$ cat src/design/mfcr_defines.vh
// Constants for the multifunction common register bank
`ifndef MFCR_DEFINES_VH
`define MFCR_DEFINES_VH
`define MFCR_WORD_OFS       5'h00
`define MFCR_CFG_IDX        4'h0
`define MFCR_DIAG_IDX       4'h1
`define MFCR_CODE_HI        15
`define MFCR_CODE_LO        12
`define MFCR_CODE_ASYNC     4'h8
`define MFCR_CODE_ASYNC_PRN 4'ha
`define MFCR_CODE_ASP       4'hd
`define MFCR_CODE_ASPRN     4'he
`define MFCR_DIAG_PARITY    8'h55
`define MFCR_DIAG_RESTART   8'haa
`define MFCR_DIAG_REV       8'h2a
`define MFCR_DIAG_PASS      8'haa
`define MFCR_VEC_STEP       8'h01
`define MFCR_REV_DEFAULT    8'h10
`define MFCR_TEST_NS        800
`define MFCR_CLK_NS         8
`define MFCR_TEST_CYC       (`MFCR_TEST_NS / `MFCR_CLK_NS)
`endif

$ cat src/design/mfcr_regs.v
// Common configuration and diagnostic registers of a four-function board
//
// Contract
// - Only two shared registers: configuration and diagnostic.
// - Bits 15:12 of configuration hold the function-availability code.
// - Valid codes 1000, 1010, 1101, 1110.
// - Parallel port and printer functions never enabled together.
// - Select switches sampled once after power-up to form initial code.
// - Word write to configuration replaces code and low-byte vector; the code keeps its old value when the written code is invalid.
// - Byte write to configuration loads only the vector byte.
// - Bits 11:8 of configuration read zero.
// - Low byte holds base vector, stored as written.
// - Eight vectors derived from base, one step apart.
// - Sixteen-word block located by eight address switches.
// - Word-only registers ignore address bit 0; byte write acts as word.
// - Writing 55 hex forces parity error, LED off, access blocked.
// - Writing AA hex restarts microcode self test from zero.
// - After writing 2A hex, high byte reads revision in BCD.
// - Self-test pass leaves AA hex in diagnostic high byte.
// - Any diagnostic read clears its low byte.
`include "mfcr_defines.vh"
`default_nettype none
module mfcr_regs (
  input  wire        ref_clk,
  input  wire        arst_n,
  input  wire        bus_init,
  input  wire [1:0]  sel_sw,
  input  wire [7:0]  base_sw,
  input  wire [12:0] bus_addr,
  input  wire        bus_wr,
  input  wire        bus_byte,
  input  wire        bus_rd,
  input  wire [15:0] bus_wdata,
  input  wire [7:0]  prn_maint_data,
  input  wire        prn_maint_load,
  output reg  [15:0] bus_rdata,
  output reg         bus_ack,
  output reg         status_led,
  output reg         ucode_run,
  output reg         test_done,
  output reg  [3:0]  func_avail,
  output reg  [63:0] vectors
);
  ////////////////////////////////////////////////////////////////////////////
  // Input synchronisation
  wire [1:0]  sel_s;
  wire [7:0]  base_s;
  wire [12:0] addr_s;
  wire [4:0]  ctl_s;
  wire [15:0] wd_s;
  wire        init_s;
  mfcr_sync2 #(.W(1)) u_init (
    .ref_clk (ref_clk),
    .arst_n  (arst_n),
    .d       (bus_init),
    .q       (init_s)
  );
  mfcr_sync2 #(.W(10)) u_sw (
    .ref_clk (ref_clk),
    .arst_n  (arst_n),
    .d       ({sel_sw, base_sw}),
    .q       ({sel_s, base_s})
  );
  mfcr_sync2 #(.W(34)) u_bus (
    .ref_clk (ref_clk),
    .arst_n  (arst_n),
    .d       ({bus_addr, bus_wr, bus_byte, bus_rd, prn_maint_load, 1'b0, bus_wdata}),
    .q       ({addr_s, ctl_s, wd_s})
  );
  wire wr_s    = ctl_s[4];
  wire byte_s  = ctl_s[3];
  wire rd_s    = ctl_s[2];
  wire pload_s = ctl_s[1];

  ////////////////////////////////////////////////////////////////////////////
  // Address decode
  reg wr_d_ff;
  reg rd_d_ff;
  wire       wr_p  = wr_s & ~wr_d_ff;
  wire       rd_p  = rd_s & ~rd_d_ff;
  wire       hit   = (addr_s[12:5] == base_s);
  wire [3:0] widx  = addr_s[4:1];
  wire       cfg_h = hit & (widx == `MFCR_CFG_IDX);
  wire       dia_h = hit & (widx == `MFCR_DIAG_IDX);

  function valid_code;
    input [3:0] c;
    begin
      valid_code = (c == `MFCR_CODE_ASYNC) | (c == `MFCR_CODE_ASYNC_PRN) |
                   (c == `MFCR_CODE_ASP)   | (c == `MFCR_CODE_ASPRN);
    end
  endfunction

  function [3:0] sw_code;
    input [1:0] s;
    begin
      case (s)
        2'h0:    sw_code = `MFCR_CODE_ASYNC;
        2'h1:    sw_code = `MFCR_CODE_ASYNC_PRN;
        2'h2:    sw_code = `MFCR_CODE_ASP;
        default: sw_code = `MFCR_CODE_ASPRN;
      endcase
    end
  endfunction

  ////////////////////////////////////////////////////////////////////////////
  // Microcode state machine
  localparam [2:0] ST_TEST  = 3'h1;
  localparam [2:0] ST_RUN   = 3'h2;
  localparam [2:0] ST_HALT  = 3'h4;
  reg [2:0]  state_ff;
  reg [9:0]  cnt_ff;
  reg        strap_ff;
  reg [3:0]  code_ff;
  reg [7:0]  vec_ff;
  reg [7:0]  dhi_ff;
  reg [7:0]  dlo_ff;
  reg        init_d_ff;
  wire       init_p = init_s & ~init_d_ff;
  wire       acc_ok = (state_ff != ST_HALT);

  always @(posedge ref_clk or negedge arst_n) begin
    if (!arst_n) begin
      state_ff   <= ST_TEST;
      cnt_ff     <= 10'h000;
      strap_ff   <= 1'b0;
      code_ff    <= `MFCR_CODE_ASYNC;
      vec_ff     <= 8'h00;
      dhi_ff     <= 8'h00;
      dlo_ff     <= 8'h00;
      wr_d_ff    <= 1'b0;
      rd_d_ff    <= 1'b0;
      init_d_ff  <= 1'b0;
      bus_rdata  <= 16'h0000;
      bus_ack    <= 1'b0;
      status_led <= 1'b0;
      ucode_run  <= 1'b0;
      test_done  <= 1'b0;
      func_avail <= 4'h0;
      vectors    <= 64'h0;
    end else begin
      wr_d_ff   <= wr_s;
      rd_d_ff   <= rd_s;
      init_d_ff <= init_s;
      bus_ack   <= 1'b0;
      // Wait for the switch synchroniser to settle before the one-time capture
      if (!strap_ff && (cnt_ff == 10'h003)) begin
        strap_ff <= 1'b1;
        code_ff  <= sw_code(sel_s);
      end
      if (pload_s)
        dlo_ff <= prn_maint_data;
      case (state_ff)
        ST_TEST: begin
          if (cnt_ff == (`MFCR_TEST_CYC - 1)) begin
            state_ff <= ST_RUN;
            dhi_ff   <= `MFCR_DIAG_PASS;
          end else begin
            cnt_ff <= cnt_ff + 10'h001;
          end
        end
        ST_RUN: begin
          if (wr_p && acc_ok) begin
            bus_ack <= 1'b1;
            if (cfg_h) begin
              vec_ff <= byte_s ? (addr_s[0] ? wd_s[15:8] : wd_s[7:0]) : wd_s[7:0];
              if (!byte_s && valid_code(wd_s[15:12]))
                code_ff <= wd_s[15:12];
            end else if (dia_h) begin
              if (wd_s[15:8] == `MFCR_DIAG_PARITY) begin
                state_ff <= ST_HALT;
              end else if (wd_s[15:8] == `MFCR_DIAG_RESTART) begin
                state_ff <= ST_TEST;
                cnt_ff   <= 10'h000;
                dhi_ff   <= 8'h00;
              end else if (wd_s[15:8] == `MFCR_DIAG_REV) begin
                dhi_ff <= `MFCR_REV_DEFAULT;
              end else begin
                dhi_ff <= wd_s[15:8];
              end
            end
          end
          if (rd_p && acc_ok && (cfg_h || dia_h)) begin
            bus_ack <= 1'b1;
            if (cfg_h)
              bus_rdata <= {code_ff, 4'h0, vec_ff};
            else begin
              bus_rdata <= {dhi_ff, dlo_ff};
              dlo_ff    <= 8'h00;
            end
          end
        end
        ST_HALT: begin
          if (init_p) begin
            state_ff <= ST_TEST;
            cnt_ff   <= 10'h000;
            dhi_ff   <= 8'h00;
          end
        end
        default: state_ff <= ST_TEST;
      endcase
      if (init_p && state_ff != ST_HALT) begin
        state_ff <= ST_TEST;
        cnt_ff   <= 10'h000;
        dhi_ff   <= 8'h00;
      end
      status_led <= (state_ff != ST_HALT);
      ucode_run  <= (state_ff == ST_RUN);
      test_done  <= (dhi_ff == `MFCR_DIAG_PASS);
      func_avail <= code_ff;
      vectors    <= {vec_ff + 8'h07, vec_ff + 8'h06, vec_ff + 8'h05, vec_ff + 8'h04,
                     vec_ff + 8'h03, vec_ff + 8'h02, vec_ff + `MFCR_VEC_STEP, vec_ff};
    end
  end
endmodule
`default_nettype wire

$ cat src/design/mfcr_sync2.v
// Two-stage synchroniser for pin inputs
`default_nettype none
module mfcr_sync2 #(
  parameter W = 1
) (
  input  wire         ref_clk,
  input  wire         arst_n,
  input  wire [W-1:0] d,
  output reg  [W-1:0] q
);
  reg [W-1:0] meta_ff;
  always @(posedge ref_clk or negedge arst_n) begin
    if (!arst_n) begin
      meta_ff <= {W{1'b0}};
      q       <= {W{1'b0}};
    end else begin
      meta_ff <= d;
      q       <= meta_ff;
    end
  end
endmodule
`default_nettype wire

$ cat config.mk
export PLATFORM = sky130hd
export DESIGN_NAME = mfcr_regs
export DESIGN_NICKNAME = d
export VERILOG_FILES = /design/src/design/mfcr_regs.v /design/src/design/mfcr_sync2.v
export VERILOG_INCLUDE_DIRS = /design/src /design/src/design
export SDC_FILE = /design/constraint.sdc
export NUM_CORES = 1
export LEC_CHECK = 0
export ABC_AREA = 1
export BUFFER_PORTS_ARGS = -buffer_cell sky130_fd_sc_hd__buf_2
export CORE_ASPECT_RATIO = 1.25
export CORE_UTILIZATION = 51
export CTS_BUF_LIST = sky130_fd_sc_hd__clkbuf_4 sky130_fd_sc_hd__clkbuf_8
export CTS_CLUSTER_DIAMETER = 80
export DETAILED_ROUTE_END_ITERATION = 16
export PLACE_DENSITY = 0.73
export SYNTH_ARGS = -nofsm -noshare
export SYNTH_HDL_FRONTEND = slang
export SYNTH_SLANG_ARGS = --single-unit
export TNS_END_PERCENT = 30
$ cat constraint.sdc
create_clock -name ref_clk -period 1.8 [get_ports ref_clk]
set_clock_uncertainty 0.1 [all_clocks]
set_input_delay 0.36 -clock ref_clk [delete_from_list [all_inputs] [get_ports ref_clk]]
set_output_delay 0.36 -clock ref_clk [all_outputs]
set_load 0.01 [all_outputs]
Word-level counts from Yosys, hierarchy flattened --
Index checks and enable logic that the tools add are counted.
Storage, ports and cells: bits of input ports 54, register bits 221
Cells by class: bitwise operators 11, reductions and logical operators 17, add/sub/neg operators 8, mux-type cells 44, eq/ne operators 27
Operators with widths (count):
- $mux W8 | 15
- $mux W10 | 8
- $add A8 B3 Y8 const B | 4
- $pmux W10 S3 | 1
- $ne A3 B3 Y1 const B | 9
- $mux W3 | 8
- $pmux W8 S3 | 1
- $mux W4 | 5
- $pmux W3 S3 | 2
- $add A8 B2 Y8 const B | 2
- $eq A4 B4 Y1 const B | 4
- $eq A8 B8 Y1 const B | 2
- $mux W16 | 1
- $add A10 B1 Y10 const B | 1
- $eq A10 B2 Y1 const B | 1
- $eq A10 B7 Y1 const B | 1
- $add A8 B1 Y8 const B | 1
- $eq A8 B6 Y1 const B | 1
- $eq A8 B7 Y1 const B | 1
- $eq A8 B8 Y1 | 1
- $reduce_and A8 Y1 | 1
- $reduce_and A7 Y1 | 1
- $logic_and A1 B1 Y1 | 6
- $reduce_and A6 Y1 | 1
- 18 further kinds | 29

Logic depth before layout (Yosys ltp) --
depth in word-level cells 9, mapped depth 12

Cells and area by module --
Synthesis repeated with hierarchy kept, for this count alone.
Unflattened totals: cells, all modules 754, area total of the unflattened synthesis 8174.1 µm²
By module, submodules not included:
- mfcr_regs | cells each 664, seq. area each 3080.5 µm², instances 1, area an instance 5921.9 µm²
- mfcr_sync2 at u_bus | cells each 68, seq. area each 1701.6 µm², instances 1, area an instance 1701.6 µm²
- mfcr_sync2 at u_sw | cells each 20, seq. area each 500.5 µm², instances 1, area an instance 500.5 µm²
- mfcr_sync2 at u_init | cells each 2, seq. area each 50.0 µm², instances 1, area an instance 50.0 µm²

Worst setup path after synthesis --
No wires, ideal clock.
kind register to register, from reg vec_ff[0], to reg vectors[62], buffers on the path 1, period minus slack after synthesis 1641 ps, required time 1574 ps, cell stages (with the launch flop) 7, arrival 1416 ps, library setup time 126 ps, path slack 159 ps, cells stage by stage dfrtp_1 > clkbuf_1 > inv_1 > ha_1 > o21ai_0 > nand2_1 > xor2_1
On the way: longest elaborated chain between the ends 1
Ends and longest elaborated chain:
- from (decl) | line mfcr_regs.v:115 | reg [7:0] vec_ff;
- from (signal assigned) | line mfcr_regs.v:166 | vec_ff <= byte_s ? (addr_s[0] ? wd_s[15:8] : wd_s[7:0]) : wd_s[7:0];
- $add A8 B3 Y8 | line mfcr_regs.v:211 | vectors <= {vec_ff + 8'h07, vec_ff + 8'h06, vec_ff + 8'h05, vec_ff + 8'h04,
- to (signal assigned) | line mfcr_regs.v:211
- to (decl) | line mfcr_regs.v:42 | output reg [63:0] vectors
Every way passes these cells. A chain may end at the register's enable or synchronous reset.

Worst setup path in the final report --
from reg u_bus.q[28], to reg bus_rdata[12]
On the way: longest elaborated chain between the ends 5
Ends and longest elaborated chain:
- from (decl) | line mfcr_sync2.v:9 | output reg [W-1:0] q
- from (signal assigned) | line mfcr_sync2.v:15 | q <= {W{1'b0}};
- from (signal assigned) | line mfcr_sync2.v:18 | q <= meta_ff;
- $eq A8 B8 Y1 (*) | line mfcr_regs.v:81 | wire hit = (addr_s[12:5] == base_s);
- $and A1 B1 Y1 (on tied branches) | line mfcr_regs.v:83, mfcr_regs.v:84
- $logic_or A1 B1 Y1 | line mfcr_regs.v:183 | if (rd_p && acc_ok && (cfg_h || dia_h)) begin
- $logic_and A1 B1 Y1 | line mfcr_regs.v:183
- $reduce_and A2 Y1 (no source line)
- to (signal assigned) | line mfcr_regs.v:186 | bus_rdata <= {code_ff, 4'h0, vec_ff};
- to (signal assigned) | line mfcr_regs.v:188 | bus_rdata <= {dhi_ff, dlo_ff};
- to (decl) | line mfcr_regs.v:36 | output reg [15:0] bus_rdata,
Mark *: on every way between the ends. The rest lies on a longest branch, timed or not.

==> impl_metrics.yaml <==
logic_synthesis:
  syn_inst: 769
  avgSynthCellArea_um2: 10.5
  yosysWarnings: 0
  yosys_register_bits: 211
  seq_area_frac_synth: 0.656
  syn-num-nets: 833
  netlist_area_um2: 8050
  ys_types: 33
cts:
  cts_buffers: 30
  h-tree-depth: 1
  cts.clk_slew.worst_paths_ns: 0.07
  cts_tree: "built"
  cts_max_path_buffers: 3
  root_buffer: "clkbuf_8"
  insertion_delay_ns: 0.58
  clock_sinks: 211
global_route:
  grt_antenna_before_repair: 1
  grt_use_total: 0.213
  grt_start_max_net_pins: 54
  grt_pass1_wl_um: 27100
  first_global_vias: 5790
  grt_overflow: 0
cells_and_area:
  final_cells: 1254
  drive_gt1_frac: 0.296
  finalNetCount: 1082
  insertedDiodeCount: 0
  post-route-util: 0.687
  layout_common_cells: "nand2_1 (209), dfrtp_1 (207), buf_2 (140), inv_1 (84), dlygate4sd3_1 (50)"
  area_growth_pct: 32.3
  nFillCells: 1161
  seq_area_um2: 5290
  multiInputGateArea_um2: 2350
  final_common_cell: "nand2_1"
floorplan:
  core_area_um2: 15500
  start_util: 0.519
  die_area_um2: 16300
  die_x_um: 114
  fp.dieH_um: 142
  num_io_pins: 142
  num_rows: 51
detailed_routing:
  drcViolationCount: 0
  wl_per_cell_um: 13.7
  drtIter0Drc: 356
  routed_wl_um: 17200
  viasPerCell: 4.70
  dr.pass1.iters: 5
  ant_nets: 0
  via_count: 5897
sta:
  clock.fmax_mhz: 588
  slew_headroom: 0.703
  hold_viol_final: 0
  report.final.slew_viol_count: 0
  worst_slew_pin_slew_ns: 0.442
  fin_crit_ns: 1.70
  rsz0062_at_grt: "yes"
  finalSetupViolCount: 0
  fin_crit_sh: 0.945
worst_setup_path:
  startpoint: "u_bus.q[28]$_DFF_PN0_"
  worstPathRequired_ns: 2.13
  crit_path_start_kind: "flop"
  cp_max_fo: 7
  regToRegStartpoint: "u_bus.q[28]$_DFF_PN0_"
  crit_type: "flop to flop"
  crit_path_end_kind: "flop"
  crit_arrival_ns: 2.03
power_and_ir_drop:
  powerDensity_nw_per_um2: 990
  p_leak_nw: 5.74
  irDropWorstVdd_uv: 967
placed_design:
  gp_congestion: 0.851
  dp.cells: 1137
  portBuffers: 141
  place_hpwl_um: 11400
worst_hold_path:
  min_from: "prn_maint_data[7]"
  min-delay-path-class: "input pin to flop"
flow_run:
  maxCapViolCount: 0
run_status:
  status: "complete, no violations"
[per-layer routing]
| metal | track usage | wire, um | up-vias |
|---|---|---|---|
| li1 | - | - | 2889 |
| met1 | 0.249 | 6740 | 2798 |
| met2 | 0.391 | 9200 | 180 |
| met3 | 0.0358 | 883 | 30 |
| met4 | 0.0807 | 376 | 0 |
| met5 | 0 | 0 | - |
[synth_stat cells, drive strengths merged]
cell type	count	area [um2]
nand2	226	858
dfrtp	209	5230
inv	94	353
o21ai	61	324
nor2	45	196
xor2	27	236
nand4	24	150
nand3	23	185
buf	21	155
ha	10	125
xnor2	7	61.3
clkbuf	5	18.8
nor3	5	30.0
nor4	3	25.0
dfstp	2	52.6
mux2i	2	20.0
and2	1	6.26
and3	1	6.26
clkinv	1	3.75
o22ai	1	6.26
or2	1	6.26
[kinds of logic after synthesis]
family	after synthesis	synth area share
flip-flops	211	0.656
XOR/XNOR	34	0.0370
multiplexers	2	0.00249
adder cells (fa/ha/maj)	10	0.0155
AND/OR/NAND/NOR	329	0.182
AO/OA/AOI/OAI	62	0.0410
buffers and inverters	121	0.0659
[metrics by stage]
step	worst slack, ns	total power (W)	setup TNS (ns)	cell area [um2]	hold WS, ns
6_report	0.0997	0.0105	0	10700	0.0349
5_1_grt	-0.0537	0.0110	-0.599	10700	0.0602
4_1_cts	0.0271	0.0106	0	10400	0.00504
3_5_place_dp	0.0766	0.00653	0	9240	0.201
3_3_place_gp	0.121	0.00650	0	9240	0.202
2_1_floorplan	0.159	0.00597	0	8050	-0.0356
[critical path, cell delays in order (launching register included)]
cell and delay [ns]:
dfrtp_1 0.38, xnor2_1 0.16, nand2_1 0.10, nor2_4 0.16
and2_4 0.16, buf_6 0.12, nand2_8 0.08, clkbuf_16 0.17
nand2_1 0.07, o21ai_2 0.05
[layout make-up]
cell class,instances,area share
flip-flops and latches,211,0.496
multi-input cells,438,0.221
repair buffers,242,0.163
clock buffers,47,0.0543
inverters,95,0.0335
well taps,212,0.0249
clock inverters,9,0.00764
[timing repair]
| action | CTS | global route |
|---|---|---|
| hold buffers | 50 | 0 |
| endpoints found under the hold margin | 253 | 0 |
| buffers inserted | 0 | 7 |
| gates resized for setup | 0 | 49 |
| endpoints found under the setup margin | 0 | 47 |
[final timing paths]
| check | cells after the start | endpoint | slack (ns) |
|---|---|---|---|
| min in group asynchronous | 2 | code_ff[2]$_DFF_PN0_ | 0.17 |
| min reg2reg | 0 | u_bus.q[14]$_DFF_PN0_ | 0.22 |
| max in group asynchronous | 3 | cnt_ff[1]$_DFFE_PN0P_ | 0.83 |
| max | 9 | bus_rdata[12]$_DFFE_PN0P_ | 0.1 |
| max reg2reg | 9 | bus_rdata[12]$_DFFE_PN0P_ | 0.1 |
| min | 5 | dlo_ff[7]$_DFF_PN0_ | 0.03 |
[power by group]
group / switching, W / total (W) / internal (W)
combinational: 0.000752 / 0.00134 / 0.000590
sequential: 0.000184 / 0.00525 / 0.00507
clock: 0.00175 / 0.00395 / 0.00220
[flip-flops by register name, summed over array words and instances (netlist names), 8 cells and up]
| signal | count |
|---|---|
| bus_rdata | 16 |
| cnt_ff | 10 |
| dhi_ff | 8 |
| dlo_ff | 8 |
| u_bus.meta_ff | 33 |
| u_bus.q | 33 |
| u_sw.meta_ff | 10 |
| u_sw.q | 10 |
| vec_ff | 8 |
| vectors | 54 |
Power figures use the tool's default switching activity.
